[src/nrcfg_pkg.sv]
// How it works
// - all three receiver configuration registers reload their defaults at reset and on the set-default command.
// - with one receive channel enabled, the channel pick bit enables AM when 0 and PM when 1.
// - with both channels enabled and manual selection on, the channel pick bit chooses the framing source.
// - the demodulator bit selects peak detector at 0 and mixer at 1, and the very-high-bitrate preset sets mixer.
// - the filter register carries a 3-bit low-pass field in bits 5:3 and a 3-bit zero setting in bits 2:0.
// - crc checking is skipped for frames after transmit-REQA or transmit-WUPA and while anticollision is set.
// - bit 7 of the agc/squelch register puts the receiver into low-power operation.
// - the LF bit selects differential input at 0 and split input at 1, and a separate bit applies LF to the input.
// - the agc mode bit limits adaptation to the first eight pulses at 0 and the whole receive period at 1.
// - the agc algorithm bit selects the preset algorithm at 0 and the reset algorithm at 1.
// - with dynamic squelch set, squelch starts 18.88 us after end of transmit and stops on mask timer expiry.
// - the mixer clock comes from the RF output at 0 and an internal signal at 1, always internal in single-ended mode.
// - each first-stage gain code gives full gain at 0, 2.5 dB cut per step for 1 to 6 and +5.5 dB boost at 7.
// - the limiter bit clips first and second stage outputs and is preset for active peer mode.
// - the peer gain force bit forces -6 dB and widest window, and clearing it requires a receiver restart.
package nrcfg_pkg;

	// ==========================================================
	// register indices and byte addresses
	localparam logic [7:0] IDX_FILT    = 8'h0a;
	localparam logic [7:0] IDX_AGC     = 8'h0b;
	localparam logic [7:0] IDX_GAIN    = 8'h0c;
	localparam logic [7:0] ADDR_FILT   = {IDX_FILT[5:0], 2'b00};
	localparam logic [7:0] ADDR_AGC    = {IDX_AGC[5:0], 2'b00};
	localparam logic [7:0] ADDR_GAIN   = {IDX_GAIN[5:0], 2'b00};
	localparam logic [7:0] ADDR_CMD    = 8'h40;
	localparam logic [7:0] ADDR_CTL    = 8'h44;
	localparam logic [7:0] ADDR_STAT   = 8'h48;

	// ==========================================================
	// reset values
	localparam logic [7:0] FILT_RST    = 8'h00;
	localparam logic [7:0] AGC_RST     = 8'h1a;
	localparam logic [7:0] GAIN_RST    = 8'hd8;
	localparam logic [5:0] CTL_RST     = 6'h00;

	// ==========================================================
	// field positions
	localparam int FILT_PICK   = 7;
	localparam int FILT_AMD    = 6;
	localparam int FILT_LP_HI  = 5;
	localparam int FILT_LP_LO  = 3;
	localparam int FILT_ZR_HI  = 2;
	localparam int AGC_LOWPWR  = 7;
	localparam int AGC_LFSPLIT = 6;
	localparam int AGC_LFEN    = 5;
	localparam int AGC_EN      = 4;
	localparam int AGC_MODE    = 3;
	localparam int AGC_ALG     = 2;
	localparam int AGC_SQDYN   = 1;
	localparam int AGC_MIXCLK  = 0;
	localparam int GAIN_AM_HI  = 7;
	localparam int GAIN_AM_LO  = 5;
	localparam int GAIN_PM_HI  = 4;
	localparam int GAIN_PM_LO  = 2;
	localparam int GAIN_LIM    = 1;
	localparam int GAIN_FORCE  = 0;
	// command bits (write one to fire)
	localparam int CMD_DEFAULT = 0;
	localparam int CMD_REQA    = 1;
	localparam int CMD_WUPA    = 2;
	localparam int CMD_PRESET  = 3;
	localparam int CMD_RESTART = 4;
	// control bits
	localparam int CTL_SINGLE  = 0;
	localparam int CTL_MANUAL  = 1;
	localparam int CTL_ANTICOL = 2;
	localparam int CTL_SE_MODE = 3;
	localparam int CTL_FAST_RATE = 4;
	localparam int CTL_PEER    = 5;

	// ==========================================================
	// timing and gain steps (half-dB units)
	localparam int unsigned CLK_NS      = 40;
	localparam int unsigned SQ_DELAY_NS = 18880;
	localparam int unsigned SQ_DELAY_CYC = (SQ_DELAY_NS + CLK_NS - 1) / CLK_NS;
	localparam logic [8:0]  SQ_LOAD     = 9'(SQ_DELAY_CYC - 1);
	localparam logic signed [7:0] GAIN_STEP_HDB  = 8'sh05;
	localparam logic signed [7:0] GAIN_BOOST_HDB = 8'sh0b;

	typedef enum logic [1:0] {
		SQ_IDLE = 2'b00,
		SQ_WAIT = 2'b01,
		SQ_ON   = 2'b10
	} nrcfg_sq_t;

	typedef struct packed {
		logic        en;
		logic [7:0]  addr;
		logic [31:0] data;
	} nrcfg_wr_t;

	typedef struct packed {
		logic              am_en;
		logic              pm_en;
		logic              framing_pm;
		logic              amd_mixer;
		logic [2:0]        lowpass;
		logic [2:0]        zero_set;
		logic              low_power;
		logic              lf_split;
		logic              lf_to_rx;
		logic              agc_en;
		logic              agc_full;
		logic              agc_reset_alg;
		logic              mix_clk_int;
		logic              limiter;
		logic              peer_gain_force;
		logic signed [7:0] am_gain_hdb;
		logic signed [7:0] pm_gain_hdb;
	} nrcfg_rx_ctl_t;

endpackage : nrcfg_pkg

[src/nrcfg_gain_dec.sv]
`timescale 1ns/10ps
// ==========================================================
// first-stage gain decoder, result in half-dB steps
module nrcfg_gain_dec (
	// code in
	input  wire logic [2:0]        code,
	// gain out
	output logic signed [7:0]      gain_hdb
);

	always_comb begin
		case (code)
			3'h0: gain_hdb = 8'sh00;
			3'h7: gain_hdb = nrcfg_pkg::GAIN_BOOST_HDB;
			default: gain_hdb = 8'(-(nrcfg_pkg::GAIN_STEP_HDB * $signed({5'h00, code})));
		endcase
	end

endmodule : nrcfg_gain_dec

[src/nrcfg_ahb_port.sv]
`timescale 1ns/10ps
// ==========================================================
// ahb-lite slave front end, zero wait states
module nrcfg_ahb_port (
	// clock and reset
	input  wire logic                 mclk,
	input  wire logic                 rst_n,
	// ahb-lite
	input  wire logic                 hsel,
	input  wire logic [31:0]          haddr,
	input  wire logic [1:0]           htrans,
	input  wire logic                 hwrite,
	input  wire logic [31:0]          hwdata,
	input  wire logic                 hready,
	output logic                      hreadyout,
	output logic                      hresp,
	output logic [31:0]               hrdata,
	// register side
	output nrcfg_pkg::nrcfg_wr_t      wr,
	output logic [7:0]                rd_addr,
	input  wire logic [31:0]          rd_data
);

	logic       wpend_r;
	logic [7:0] waddr_r;
	logic       acc;

	assign acc       = hsel & htrans[1] & hready;
	assign hreadyout = 1'b1;
	assign hresp     = 1'b0;
	assign rd_addr   = haddr[7:0];
	assign wr        = '{en: wpend_r, addr: waddr_r, data: hwdata};

	always_ff @(posedge mclk or negedge rst_n) begin
		if (!rst_n) begin
			wpend_r <= 1'b0;
			waddr_r <= 8'h00;
		end else begin
			wpend_r <= acc & hwrite;
			if (acc)
				waddr_r <= haddr[7:0];
		end
	end

	// rd_data is built from next-state values, so a read right after a write sees it
	always_ff @(posedge mclk or negedge rst_n) begin
		if (!rst_n)
			hrdata <= 32'h0000_0000;
		else if (acc & ~hwrite)
			hrdata <= rd_data;
	end

endmodule : nrcfg_ahb_port

[src/nrcfg_top.sv]
// Design decision made here: the AHB-Lite interface to the registers.
`timescale 1ns/10ps
module nrcfg_top (
	// clock and reset
	input  wire logic                  mclk,
	input  wire logic                  rst_n,
	// ahb-lite slave
	input  wire logic                  hsel,
	input  wire logic [31:0]           haddr,
	input  wire logic [1:0]            htrans,
	input  wire logic                  hwrite,
	input  wire logic [2:0]            hsize,
	input  wire logic [31:0]           hwdata,
	input  wire logic                  hready,
	output logic                       hreadyout,
	output logic                       hresp,
	output logic [31:0]                hrdata,
	// receive path events, same clock domain
	input  wire logic                  tx_end,
	input  wire logic                  mask_rx_expired,
	input  wire logic                  rx_frame_end,
	input  wire logic                  auto_pick_pm,
	// analog receiver control
	output nrcfg_pkg::nrcfg_rx_ctl_t   rx_ctl,
	output logic                       squelch_on,
	output logic                       crc_skip,
	output logic                       rx_restart
);

	// ==========================================================
	// bus front end
	nrcfg_pkg::nrcfg_wr_t wr;
	logic [7:0]           rd_addr;
	logic [31:0]          rd_data;

	nrcfg_ahb_port u_port (
		.mclk      (mclk),
		.rst_n     (rst_n),
		.hsel      (hsel),
		.haddr     (haddr),
		.htrans    (htrans),
		.hwrite    (hwrite),
		.hwdata    (hwdata),
		.hready    (hready),
		.hreadyout (hreadyout),
		.hresp     (hresp),
		.hrdata    (hrdata),
		.wr        (wr),
		.rd_addr   (rd_addr),
		.rd_data   (rd_data)
	);

	// ==========================================================
	// register file
	logic [7:0] filt_r;
	logic [7:0] filt_nxt;
	logic [7:0] agc_r;
	logic [7:0] agc_nxt;
	logic [7:0] gain_r;
	logic [7:0] gain_nxt;
	logic [5:0] ctl_r;
	logic [5:0] ctl_nxt;
	logic       wr_filt;
	logic       wr_agc;
	logic       wr_gain;
	logic       wr_ctl;
	logic       wr_cmd;
	logic [4:0] cmd;

	assign wr_filt = wr.en && wr.addr == nrcfg_pkg::ADDR_FILT;
	assign wr_agc  = wr.en && wr.addr == nrcfg_pkg::ADDR_AGC;
	assign wr_gain = wr.en && wr.addr == nrcfg_pkg::ADDR_GAIN;
	assign wr_ctl  = wr.en && wr.addr == nrcfg_pkg::ADDR_CTL;
	assign wr_cmd  = wr.en && wr.addr == nrcfg_pkg::ADDR_CMD;
	assign cmd     = wr_cmd ? wr.data[4:0] : 5'h00;

	always_comb begin
		filt_nxt = filt_r;
		agc_nxt  = agc_r;
		gain_nxt = gain_r;
		ctl_nxt  = ctl_r;
		if (wr_filt)
			filt_nxt = wr.data[7:0];
		if (wr_agc)
			agc_nxt = wr.data[7:0];
		if (wr_gain)
			gain_nxt = wr.data[7:0];
		if (wr_ctl)
			ctl_nxt = wr.data[5:0];
		// preset follows the mode bits already in the control register
		if (cmd[nrcfg_pkg::CMD_PRESET]) begin
			if (ctl_r[nrcfg_pkg::CTL_FAST_RATE])
				filt_nxt[nrcfg_pkg::FILT_AMD] = 1'b1;
			if (ctl_r[nrcfg_pkg::CTL_PEER]) begin
				gain_nxt[nrcfg_pkg::GAIN_LIM]   = 1'b1;
				gain_nxt[nrcfg_pkg::GAIN_FORCE] = 1'b1;
			end
		end
		if (cmd[nrcfg_pkg::CMD_DEFAULT]) begin
			filt_nxt = nrcfg_pkg::FILT_RST;
			agc_nxt  = nrcfg_pkg::AGC_RST;
			gain_nxt = nrcfg_pkg::GAIN_RST;
		end
	end

	always_ff @(posedge mclk or negedge rst_n) begin
		if (!rst_n) begin
			filt_r <= nrcfg_pkg::FILT_RST;
			agc_r  <= nrcfg_pkg::AGC_RST;
			gain_r <= nrcfg_pkg::GAIN_RST;
			ctl_r  <= nrcfg_pkg::CTL_RST;
		end else begin
			filt_r <= filt_nxt;
			agc_r  <= agc_nxt;
			gain_r <= gain_nxt;
			ctl_r  <= ctl_nxt;
		end
	end

	// ==========================================================
	// receiver restart after leaving forced peer gain
	logic restart_pend_r;
	logic force_cleared;

	assign force_cleared = gain_r[nrcfg_pkg::GAIN_FORCE] & ~gain_nxt[nrcfg_pkg::GAIN_FORCE];

	// set wins over the restart command in the same cycle
	always_ff @(posedge mclk or negedge rst_n) begin
		if (!rst_n)
			restart_pend_r <= 1'b0;
		else if (force_cleared)
			restart_pend_r <= 1'b1;
		else if (cmd[nrcfg_pkg::CMD_RESTART])
			restart_pend_r <= 1'b0;
	end

	always_ff @(posedge mclk or negedge rst_n) begin
		if (!rst_n)
			rx_restart <= 1'b0;
		else
			rx_restart <= cmd[nrcfg_pkg::CMD_RESTART];
	end

	// ==========================================================
	// crc skip after short frames
	logic crc_frame_r;

	always_ff @(posedge mclk or negedge rst_n) begin
		if (!rst_n)
			crc_frame_r <= 1'b0;
		else if (cmd[nrcfg_pkg::CMD_REQA] | cmd[nrcfg_pkg::CMD_WUPA])
			crc_frame_r <= 1'b1;
		else if (rx_frame_end)
			crc_frame_r <= 1'b0;
	end

	always_ff @(posedge mclk or negedge rst_n) begin
		if (!rst_n)
			crc_skip <= 1'b0;
		else
			crc_skip <= crc_frame_r | ctl_r[nrcfg_pkg::CTL_ANTICOL];
	end

	// ==========================================================
	// dynamic squelch
	nrcfg_pkg::nrcfg_sq_t sq_state_r;
	logic [8:0]           sq_cnt_r;

	// mask expiry ends the window even before squelch has started
	always_ff @(posedge mclk or negedge rst_n) begin
		if (!rst_n) begin
			sq_state_r <= nrcfg_pkg::SQ_IDLE;
			sq_cnt_r   <= 9'h000;
		end else begin
			case (sq_state_r)
				nrcfg_pkg::SQ_IDLE: begin
					if (tx_end && agc_r[nrcfg_pkg::AGC_SQDYN] && !mask_rx_expired) begin
						sq_state_r <= nrcfg_pkg::SQ_WAIT;
						sq_cnt_r   <= nrcfg_pkg::SQ_LOAD;
					end
				end
				nrcfg_pkg::SQ_WAIT: begin
					if (mask_rx_expired)
						sq_state_r <= nrcfg_pkg::SQ_IDLE;
					else if (sq_cnt_r == 9'h000)
						sq_state_r <= nrcfg_pkg::SQ_ON;
					else
						sq_cnt_r <= sq_cnt_r - 9'h001;
				end
				nrcfg_pkg::SQ_ON: begin
					if (mask_rx_expired)
						sq_state_r <= nrcfg_pkg::SQ_IDLE;
				end
				default: sq_state_r <= nrcfg_pkg::SQ_IDLE;
			endcase
		end
	end

	assign squelch_on = sq_state_r == nrcfg_pkg::SQ_ON;

	// ==========================================================
	// analog control bundle
	logic signed [7:0]        am_gain;
	logic signed [7:0]        pm_gain;
	nrcfg_pkg::nrcfg_rx_ctl_t ctl_c;
	logic                     pick_pm;

	nrcfg_gain_dec u_am_gain (
		.code     (gain_r[nrcfg_pkg::GAIN_AM_HI:nrcfg_pkg::GAIN_AM_LO]),
		.gain_hdb (am_gain)
	);

	nrcfg_gain_dec u_pm_gain (
		.code     (gain_r[nrcfg_pkg::GAIN_PM_HI:nrcfg_pkg::GAIN_PM_LO]),
		.gain_hdb (pm_gain)
	);

	assign pick_pm = filt_r[nrcfg_pkg::FILT_PICK];

	always_comb begin
		ctl_c.am_en = ~ctl_r[nrcfg_pkg::CTL_SINGLE] | ~pick_pm;
		ctl_c.pm_en = ~ctl_r[nrcfg_pkg::CTL_SINGLE] | pick_pm;
		if (ctl_r[nrcfg_pkg::CTL_SINGLE] | ctl_r[nrcfg_pkg::CTL_MANUAL])
			ctl_c.framing_pm = pick_pm;
		else
			ctl_c.framing_pm = auto_pick_pm;
		ctl_c.amd_mixer       = filt_r[nrcfg_pkg::FILT_AMD];
		ctl_c.lowpass         = filt_r[nrcfg_pkg::FILT_LP_HI:nrcfg_pkg::FILT_LP_LO];
		ctl_c.zero_set        = filt_r[nrcfg_pkg::FILT_ZR_HI:0];
		ctl_c.low_power       = agc_r[nrcfg_pkg::AGC_LOWPWR];
		ctl_c.lf_split        = agc_r[nrcfg_pkg::AGC_LFSPLIT];
		ctl_c.lf_to_rx        = agc_r[nrcfg_pkg::AGC_LFEN];
		ctl_c.agc_en          = agc_r[nrcfg_pkg::AGC_EN];
		ctl_c.agc_full        = agc_r[nrcfg_pkg::AGC_MODE];
		ctl_c.agc_reset_alg   = agc_r[nrcfg_pkg::AGC_ALG];
		ctl_c.mix_clk_int     = agc_r[nrcfg_pkg::AGC_MIXCLK] | ctl_r[nrcfg_pkg::CTL_SE_MODE];
		ctl_c.limiter         = gain_r[nrcfg_pkg::GAIN_LIM];
		ctl_c.peer_gain_force = gain_r[nrcfg_pkg::GAIN_FORCE];
		ctl_c.am_gain_hdb     = am_gain;
		ctl_c.pm_gain_hdb     = pm_gain;
	end

	// registered so the analog side never sees decode glitches
	always_ff @(posedge mclk or negedge rst_n) begin
		if (!rst_n)
			rx_ctl <= '0;
		else
			rx_ctl <= ctl_c;
	end

	// ==========================================================
	// read mux, register words from next-state values, status word from current values
	always_comb begin
		case (rd_addr)
			nrcfg_pkg::ADDR_FILT: rd_data = {24'h000000, filt_nxt};
			nrcfg_pkg::ADDR_AGC:  rd_data = {24'h000000, agc_nxt};
			nrcfg_pkg::ADDR_GAIN: rd_data = {24'h000000, gain_nxt};
			nrcfg_pkg::ADDR_CTL:  rd_data = {26'h0000000, ctl_nxt};
			nrcfg_pkg::ADDR_STAT: rd_data = {28'h0000000, ctl_c.framing_pm, restart_pend_r, crc_skip, squelch_on};
			default:              rd_data = 32'h0000_0000;
		endcase
	end

	// ==========================================================
	// checks
	a_default_reload: assert property (@(posedge mclk) disable iff (!rst_n)
		cmd[nrcfg_pkg::CMD_DEFAULT] |=> filt_r == nrcfg_pkg::FILT_RST && agc_r == nrcfg_pkg::AGC_RST
			&& gain_r == nrcfg_pkg::GAIN_RST)
		else $error("registers not back at defaults after set-default");

	a_single_pick: assert property (@(posedge mclk) disable iff (!rst_n)
		ctl_r[nrcfg_pkg::CTL_SINGLE] |=> rx_ctl.pm_en == $past(pick_pm) && rx_ctl.am_en == !$past(pick_pm))
		else $error("single channel enable does not follow channel pick");

	a_manual_framing: assert property (@(posedge mclk) disable iff (!rst_n)
		!ctl_r[nrcfg_pkg::CTL_SINGLE] && ctl_r[nrcfg_pkg::CTL_MANUAL]
			|=> rx_ctl.am_en && rx_ctl.pm_en && rx_ctl.framing_pm == $past(pick_pm))
		else $error("manual framing source wrong");

	a_fast_mixer: assert property (@(posedge mclk) disable iff (!rst_n)
		cmd[nrcfg_pkg::CMD_PRESET] && !cmd[nrcfg_pkg::CMD_DEFAULT] && ctl_r[nrcfg_pkg::CTL_FAST_RATE]
			|=> filt_r[nrcfg_pkg::FILT_AMD] ##1 rx_ctl.amd_mixer)
		else $error("fast rate preset did not select mixer");

	a_crc_skip: assert property (@(posedge mclk) disable iff (!rst_n)
		(cmd[nrcfg_pkg::CMD_REQA] || cmd[nrcfg_pkg::CMD_WUPA]) |=> ##1 crc_skip)
		else $error("crc skip not raised after short frame command");

	a_squelch_start: assert property (@(posedge mclk) disable iff (!rst_n)
		sq_state_r == nrcfg_pkg::SQ_IDLE && tx_end && agc_r[nrcfg_pkg::AGC_SQDYN] && !mask_rx_expired
			|=> sq_state_r == nrcfg_pkg::SQ_WAIT && sq_cnt_r == nrcfg_pkg::SQ_LOAD && !squelch_on)
		else $error("squelch delay not started correctly");

	a_squelch_stop: assert property (@(posedge mclk) disable iff (!rst_n)
		squelch_on && mask_rx_expired |=> !squelch_on)
		else $error("squelch not stopped by mask timer");

	a_mixer_clock: assert property (@(posedge mclk) disable iff (!rst_n)
		ctl_r[nrcfg_pkg::CTL_SE_MODE] |=> rx_ctl.mix_clk_int)
		else $error("single-ended mode did not force internal mixer clock");

	a_gain_boost: assert property (@(posedge mclk) disable iff (!rst_n)
		gain_r[nrcfg_pkg::GAIN_AM_HI:nrcfg_pkg::GAIN_AM_LO] == 3'h7 |=> rx_ctl.am_gain_hdb == 8'sh0b)
		else $error("am boost code not decoded to +5.5 dB");

	a_restart_flag: assert property (@(posedge mclk) disable iff (!rst_n)
		force_cleared |=> restart_pend_r [*2])
		else $error("restart need not flagged after clearing forced gain");

	a_write_whole: assert property (@(posedge mclk) disable iff (!rst_n)
		wr_gain |=> gain_r == $past(wr.data[7:0]))
		else $error("gain register write not taken whole");

endmodule : nrcfg_top

[config.mk]
export PLATFORM = sky130hd
export DESIGN_NAME = nrcfg_top
export DESIGN_NICKNAME = d
export VERILOG_FILES = /design/src/nrcfg_pkg.sv /design/src/nrcfg_gain_dec.sv /design/src/nrcfg_ahb_port.sv /design/src/nrcfg_top.sv
export SDC_FILE = /design/constraint.sdc
export NUM_CORES = 1
export LEC_CHECK = 0
export BUFFER_PORTS_ARGS = -buffer_cell sky130_fd_sc_hd__buf_2
export CORE_ASPECT_RATIO = 2
export CORE_MARGIN = 2
export CORE_UTILIZATION = 35
export DETAILED_ROUTE_END_ITERATION = 10
export PLACE_DENSITY_LB_ADDON = 0.15
export SLEW_MARGIN = 20
export SYNTH_ARGS = -nofsm -noshare
export SYNTH_HDL_FRONTEND = slang
export SYNTH_SLANG_ARGS = --single-unit
export TNS_END_PERCENT = 20
[constraint.sdc]
create_clock -name mclk -period 2.6 [get_ports mclk]
set_input_delay 0.52 -clock mclk [delete_from_list [all_inputs] [get_ports mclk]]
set_output_delay 0.52 -clock mclk [all_outputs]
set_load 0.01 [all_outputs]
# After elaboration in Yosys (flattened, before gate mapping)
# Cells that the tools add are included.
totals:
  reg_bits: 121
  input_bits: 78
  elab_cells: 115
  latchBits: 0
  n_memories: 0
  rom_bits: 0
  ram_bits: 0
classes:
  muxes: 29
  shifts: 0
  mul: 2
  bitwise_logic: 15
  reduce_logical: 17
  n_lt_le_gt_ge: 0
  n_div: 0
  add_sub_neg: 3
  n_eq_ne: 19
op_table:
  columns: ["operator", "n"]
  rows:
  - ["equality test 8 x 6 -> 1 bit, second input constant", 6]
  - ["2-to-1 mux 8 bit", 6]
  - ["case mux 8 bit (5 select lines)", 1]
  - ["equality test 8 x 7 -> 1 bit, second input constant", 4]
  - ["case mux 8 bit (2 select lines)", 2]
  - ["2-to-1 mux 9 bit", 3]
  - ["case mux 9 bit (2 select lines)", 1]
  - ["negation 8 bit", 2]
  - ["multiplier 3 x 3 -> 6 bit, first input constant", 2]
  - ["2-to-1 mux 2 bit", 6]
  - ["logical NOT 9 bit", 1]
  - ["subtractor 9 x 1 -> 9 bit, second input constant", 1]
  - ["inequality test 2 bit, second input constant", 4]
  - ["logical AND 1 bit", 7]
  - ["2-to-1 mux 1 bit", 7]
  - ["equality test 3 bit, second input constant", 2]
  - ["logical NOT 3 bit", 2]
  - ["2-to-1 mux 6 bit", 1]
  - ["OR 1 bit", 6]
  - ["case mux 2 bit (3 select lines)", 1]
  - ["nonzero test 2 bit", 3]
  - ["AND 1 bit", 5]
  - ["2-to-1 mux 5 bit", 1]
  - ["NOT 1 bit", 4]
  - ["7 further kinds", 7]

# Depth between registers and ports, before layout
logic_depth:
  ltp_word: 9
  ltp_mapped: 8

# Modules after synthesis
# Synthesis repeated with hierarchy kept, for this count alone.
unflattened:
  hier_cells: 480
  hier_area_um2: 5855.6
modules_own_cells:
  columns: ["mod", "area_each_um2", "seq_area_each_um2", "cells_each", "instances"]
  rows:
  - ["nrcfg_top", 3285.7, 2010.7, 265, 1]
  - ["nrcfg_ahb_port", 1994.4, 1026.0, 133, 1]
  - ["nrcfg_gain_dec", 287.8, 0.0, 41, 2]

# Worst setup path after synthesis
# Ideal clock, no wire load.
synth_path:
  path_type: "in2reg"
  startpoint: "in haddr[2]"
  endpoint: "reg u_port.hrdata[0]"
  stages: 6
  arrival_time_ps: 2045
  slack_ps: 482
  path_cell_list: "clkbuf_1 -> nor4b_1 -> nand2_1 -> a311oi_1 -> o311ai_0 -> nand3_1"
synth_via:
  elab_chain_len: 2
synth_rtl:
  columns: ["item", "line_no", "text"]
  rows:
  - ["start: declaration", "nrcfg_top.sv:9", "input wire logic [31:0] haddr,"]
  - ["equality test 8 x 7 -> 1 bit / equality test 8 x 6 -> 1 bit (equally long branches)", "nrcfg_top.sv:254", "case (rd_addr)"]
  - ["case mux 8 bit (5 select lines) *", "nrcfg_top.sv:254", null]
  - ["end signal: assignment", "nrcfg_ahb_port.sv:50", "hrdata <= rd_data;"]
  - ["end: declaration", "nrcfg_ahb_port.sv:17", "output logic [31:0] hrdata,"]
# Every way passes the cells marked *; elsewhere a longest branch is shown, timed or not.
# A chain may end at the register's enable or synchronous reset.

# Worst setup path after layout
layout_path:
  startpoint: "reg sq_cnt_r[0]"
  endpoint: "reg sq_cnt_r[2]"
layout_via:
  elab_chain_len: 4
layout_rtl:
  columns: ["item", "line_no", "text"]
  rows:
  - ["start: declaration", "nrcfg_top.sv:167", "logic [8:0] sq_cnt_r;"]
  - ["start signal: assignment", "nrcfg_top.sv:179", "sq_cnt_r <= nrcfg_pkg::SQ_LOAD;"]
  - ["start signal: assignment", "nrcfg_top.sv:188", "sq_cnt_r <= sq_cnt_r - 9'h001;"]
  - ["subtractor 9 x 1 -> 9 bit", "nrcfg_top.sv:188", null]
  - ["2-to-1 mux 9 bit", "nrcfg_top.sv:185", "else if (sq_cnt_r == 9'h000)"]
  - ["2-to-1 mux 9 bit", "nrcfg_top.sv:183", "if (mask_rx_expired)"]
  - ["case mux 9 bit (2 select lines)", "nrcfg_top.sv:175", "case (sq_state_r)"]
# Parallel ways exist; a longest one is shown, timed or not. The select of a mux whose other input is x is not followed.

==> results.tsv <==
stage	metric	value	unit
run_status	outcome	finished clean	
floorplanning	fp.dieArea	14610	µm²
floorplanning	initial_utilization	35.63	%
global_route	grtUsageMet1	18.01	%
routing	drt_iter0_markers	156	
logic_synthesis	synth_warnings	0	
global_route	grt.overflow.total	0	
logic_synthesis	synth_commonest_cells	90 x dfrtp_1, 34 x nor2_1, 26 x buf_4, 23 x nand2_1, 21 x inv_1	
sta	tns	0	ns
sta	relSlewSlack	58.32	%
clocking	clkSlewWorstSetupHoldPaths	0.06	ns
critical_path	r2r-start	sq_cnt_r[0]	
logic_synthesis	synth-edff-count	0	
sta	slew_viol_final	0	
routing	drt.antenna.violating_nets	0	
critical_path	r2r-end	sq_cnt_r[2]	
global_route	grt_pass1_wl	19380	µm
critical_path	cp_cell_sequence	inv_1, ha_1, or3b_2, nor4bb_2, buf_4, a21oi_1, a211oi_1, nor2b_1	
routing	dr_total_vias	3613	
global_route	grt.total_usage	17.44	%
sta	rsz0062_at_grt	false	
routing	drcViolationCount	0	
critical_path	slowest_stage	or3b_2	
logic_synthesis	yosys.area.top_type_share	47.31	%
critical_path	criticalPathCategory	reg2reg	
critical_path	cp.required	2.82	ns
final_layout	syn_to_final_growth	17.40	%
critical_path	crit_start	sq_cnt_r[0]	
clocking	clock-sinks	97	
logic_synthesis	yosysTopAreaCell	dfrtp_1	
clocking	cts_buffer_depth	2	
routing	wl_per_cell	17.94	µm
routing	viasPerCell	5.274	
critical_path	path_max_fanout	8	
logic_synthesis	synth_cell_type_count	71	
critical_path	cp-start-kind	flip-flop	
final_layout	drive_above_1_share	27.17	%
logic_synthesis	synth-async-reset-ratio	100.0	%
floorplanning	core-area	13360	µm²
power_and_ir_drop	power-per-cell-area	646.4	nW/µm²
critical_path	reg2reg_depth	8	
clocking	insertion_delay	0.34	ns
logic_synthesis	seq_area_frac_synth	51.17	%
logic_synthesis	synth_most_common_cell	dfrtp_1	
logic_synthesis	synth_seq_cells	97	
sta	setup_violations	0	
run	cap_violations	0	
global_route	grt_max_degree	65	
clocking	post_cts_buffers	0	
sta	clock.fmax	421.4	MHz
clocking	postCtsHoldBufs	0	
sta	min_period_over_period	91.27	%
clocking	cts_tree	done	
logic_synthesis	synth.avg_cell_area	10.97	µm²
clocking	cts_root_buffer	clkbuf_16	
worst_hold_path	hold_class	in2async	
placed_design	post-dp-hpwl	9712	µm
floorplanning	die_w	86.47	µm
placed_design	portBuffers	71	
final_layout	antenna_cells	0	
global_route	grt_use_met3	3.315	%
clocking	cts_buffers	9	
critical_path	cp_slowest_stage_delay	0.50	ns
logic_synthesis	synth_cells	434	
sta	finalHoldViolations	0	
logic_synthesis	synth_area_leaders	dfrtp_1 47%, buf_4 4.1%, dfstp_2 3.9%	
floorplanning	pin_count	150	
global_route	antenna_found_initial	0	
routing	detail_route.first_pass.iterations	4	
power_and_ir_drop	leakage	2.611	nW
floorplanning	rows	60	
sta	worst_slew_pin_slew	0.6205	ns
sta	fin_crit	2.373	ns
logic_synthesis	ys.flop_type	dfrtp_1	
sta	timing.hold.ws	0.1664	ns
logic_synthesis	synthesis.area	4761	µm²
critical_path	endpoint_kind	flip-flop	
clocking	htree_levels	3	
power_and_ir_drop	ir_worst_vdd	0.3356	mV
critical_path	arrival	2.60	ns
placed_design	finalWeightedCongestion	0.9310	
routing	wl	12290	µm
global_route	use_met2	32.14	%
sta	finClkSkew	0.005221	ns
final_layout	fin_nets	615	
global_route	top_usage_layer	met2	
critical_path	r2r_slack	0.23	ns
floorplanning	die-height	168.9	µm
global_route	grt_pass1_vias	3757	
==> per-stage QoR <==
stage | area [µm²] | std cells | util (%) | setup WS, ns | power, W
after floorplan | 4851 | 458 | - | 0.4819 | 0.002226
after global placement | 5324 | 669 | 39.84 | 0.2500 | 0.002431
after detailed placement | 5324 | 669 | 39.84 | 0.1711 | 0.002452
after CTS | 5583 | 685 | 41.78 | 0.1465 | 0.003665
after global routing | 5589 | 685 | 41.83 | 0.09055 | 0.003814
final | 5589 | 685 | 41.83 | 0.2271 | 0.003613
==> sequential cells by signal, indices dropped and copies added, names as in the netlist <==
name	cells
rx_ctl	35
sq_cnt_r	9
agc_r	8
filt_r	8
gain_r	8
u_port.hrdata	8
u_port.waddr_r	8
ctl_r	6
sq_state_r	2
crc_frame_r	1
crc_skip	1
restart_pend_r	1
rx_restart	1
u_port.wpend_r	1
==> area by class of cell <==
cell class	instances	area (µm²)
Tap cell	155	193.9
Inverter	21	78.83
Clock inverter	2	15.01
Fill cell	1318	7774
Sequential cell	97	2436
Clock buffer	14	244.0
Timing Repair Buffer	92	528.0
Multi-Input combinational cell	304	2093
==> layer usage <==
metal  up-vias  share of wire (%)  routed length, µm
met4         0                5.0                618
met5         -                  0                  0
li1       1694                  -                  -
met2       121                 55               6815
met1      1762                 35               4357
met3        36                4.0                497
==> worst max-delay path: cells and delay by family, from the launching register on <==
| family | cells | cell delay, ns |
|---|---|---|
| buf+inv | 2 | 0.31 |
| flops | 1 | 0.40 |
| simple gates | 3 | 0.94 |
| compound gates | 2 | 0.39 |
| fa+ha+maj | 1 | 0.20 |
==> worst max-delay path by stage <==
stage / cells past startpoint / endpoint
floorplan: 6 / u_port.hrdata[0]
global placement: 8 / sq_cnt_r[2]
detailed placement: 8 / sq_cnt_r[2]
CTS: 8 / sq_cnt_r[2]
global route: 8 / sq_cnt_r[2]
finish: 8 / sq_cnt_r[2]
==> logic make-up after synthesis <==
kind of cell             count (synthesis)  share of synthesized area (%)
AO/OA/AOI/OAI                           87                          13.40
XOR/XNOR                                10                          1.840
adder cells (fa/ha/maj)                 12                          3.154
buffers and inverters                   57                          6.886
flip-flops                              97                          51.17
multiplexers                            28                          6.308
other                                    2                         0.1577
AND/OR/NAND/NOR                        141                          17.08
==> cell usage in the layout, fill, tap and decap left out, drive strengths merged, types with 3 or more instances in the layout <==
cell,instances
nand3,5
or3b,3
nand4,6
conb,26
o21ai,21
a21oi,13
clkbuf,14
o31ai,3
mux2i,12
a31oi,5
a221oi,3
a22oi,4
nor2b,7
or2,4
buf,92
nor3,10
or3,9
inv,21
o22a,4
nor2,34
a211oi,7
dfstp,7
nand2b,9
nand2,23
and2,8
xnor2,8
ha,12
nor3b,5
and3,3
mux2,16
dfrtp,90
==> timing repair <==
action	CTS	global route
endpoints found under the setup margin	0	1
endpoints found under the hold margin	0	0
gates resized for setup	0	1
==> power by group <==
part	switching, W	total [W]	internal [W]	leakage (nW)
clock network	0.000542	0.00119	0.000651	0.117
logic	0.000340	0.000614	0.000274	1.30
registers	0.000126	0.00181	0.00168	1.19
(Power assumes the default switching activity.)
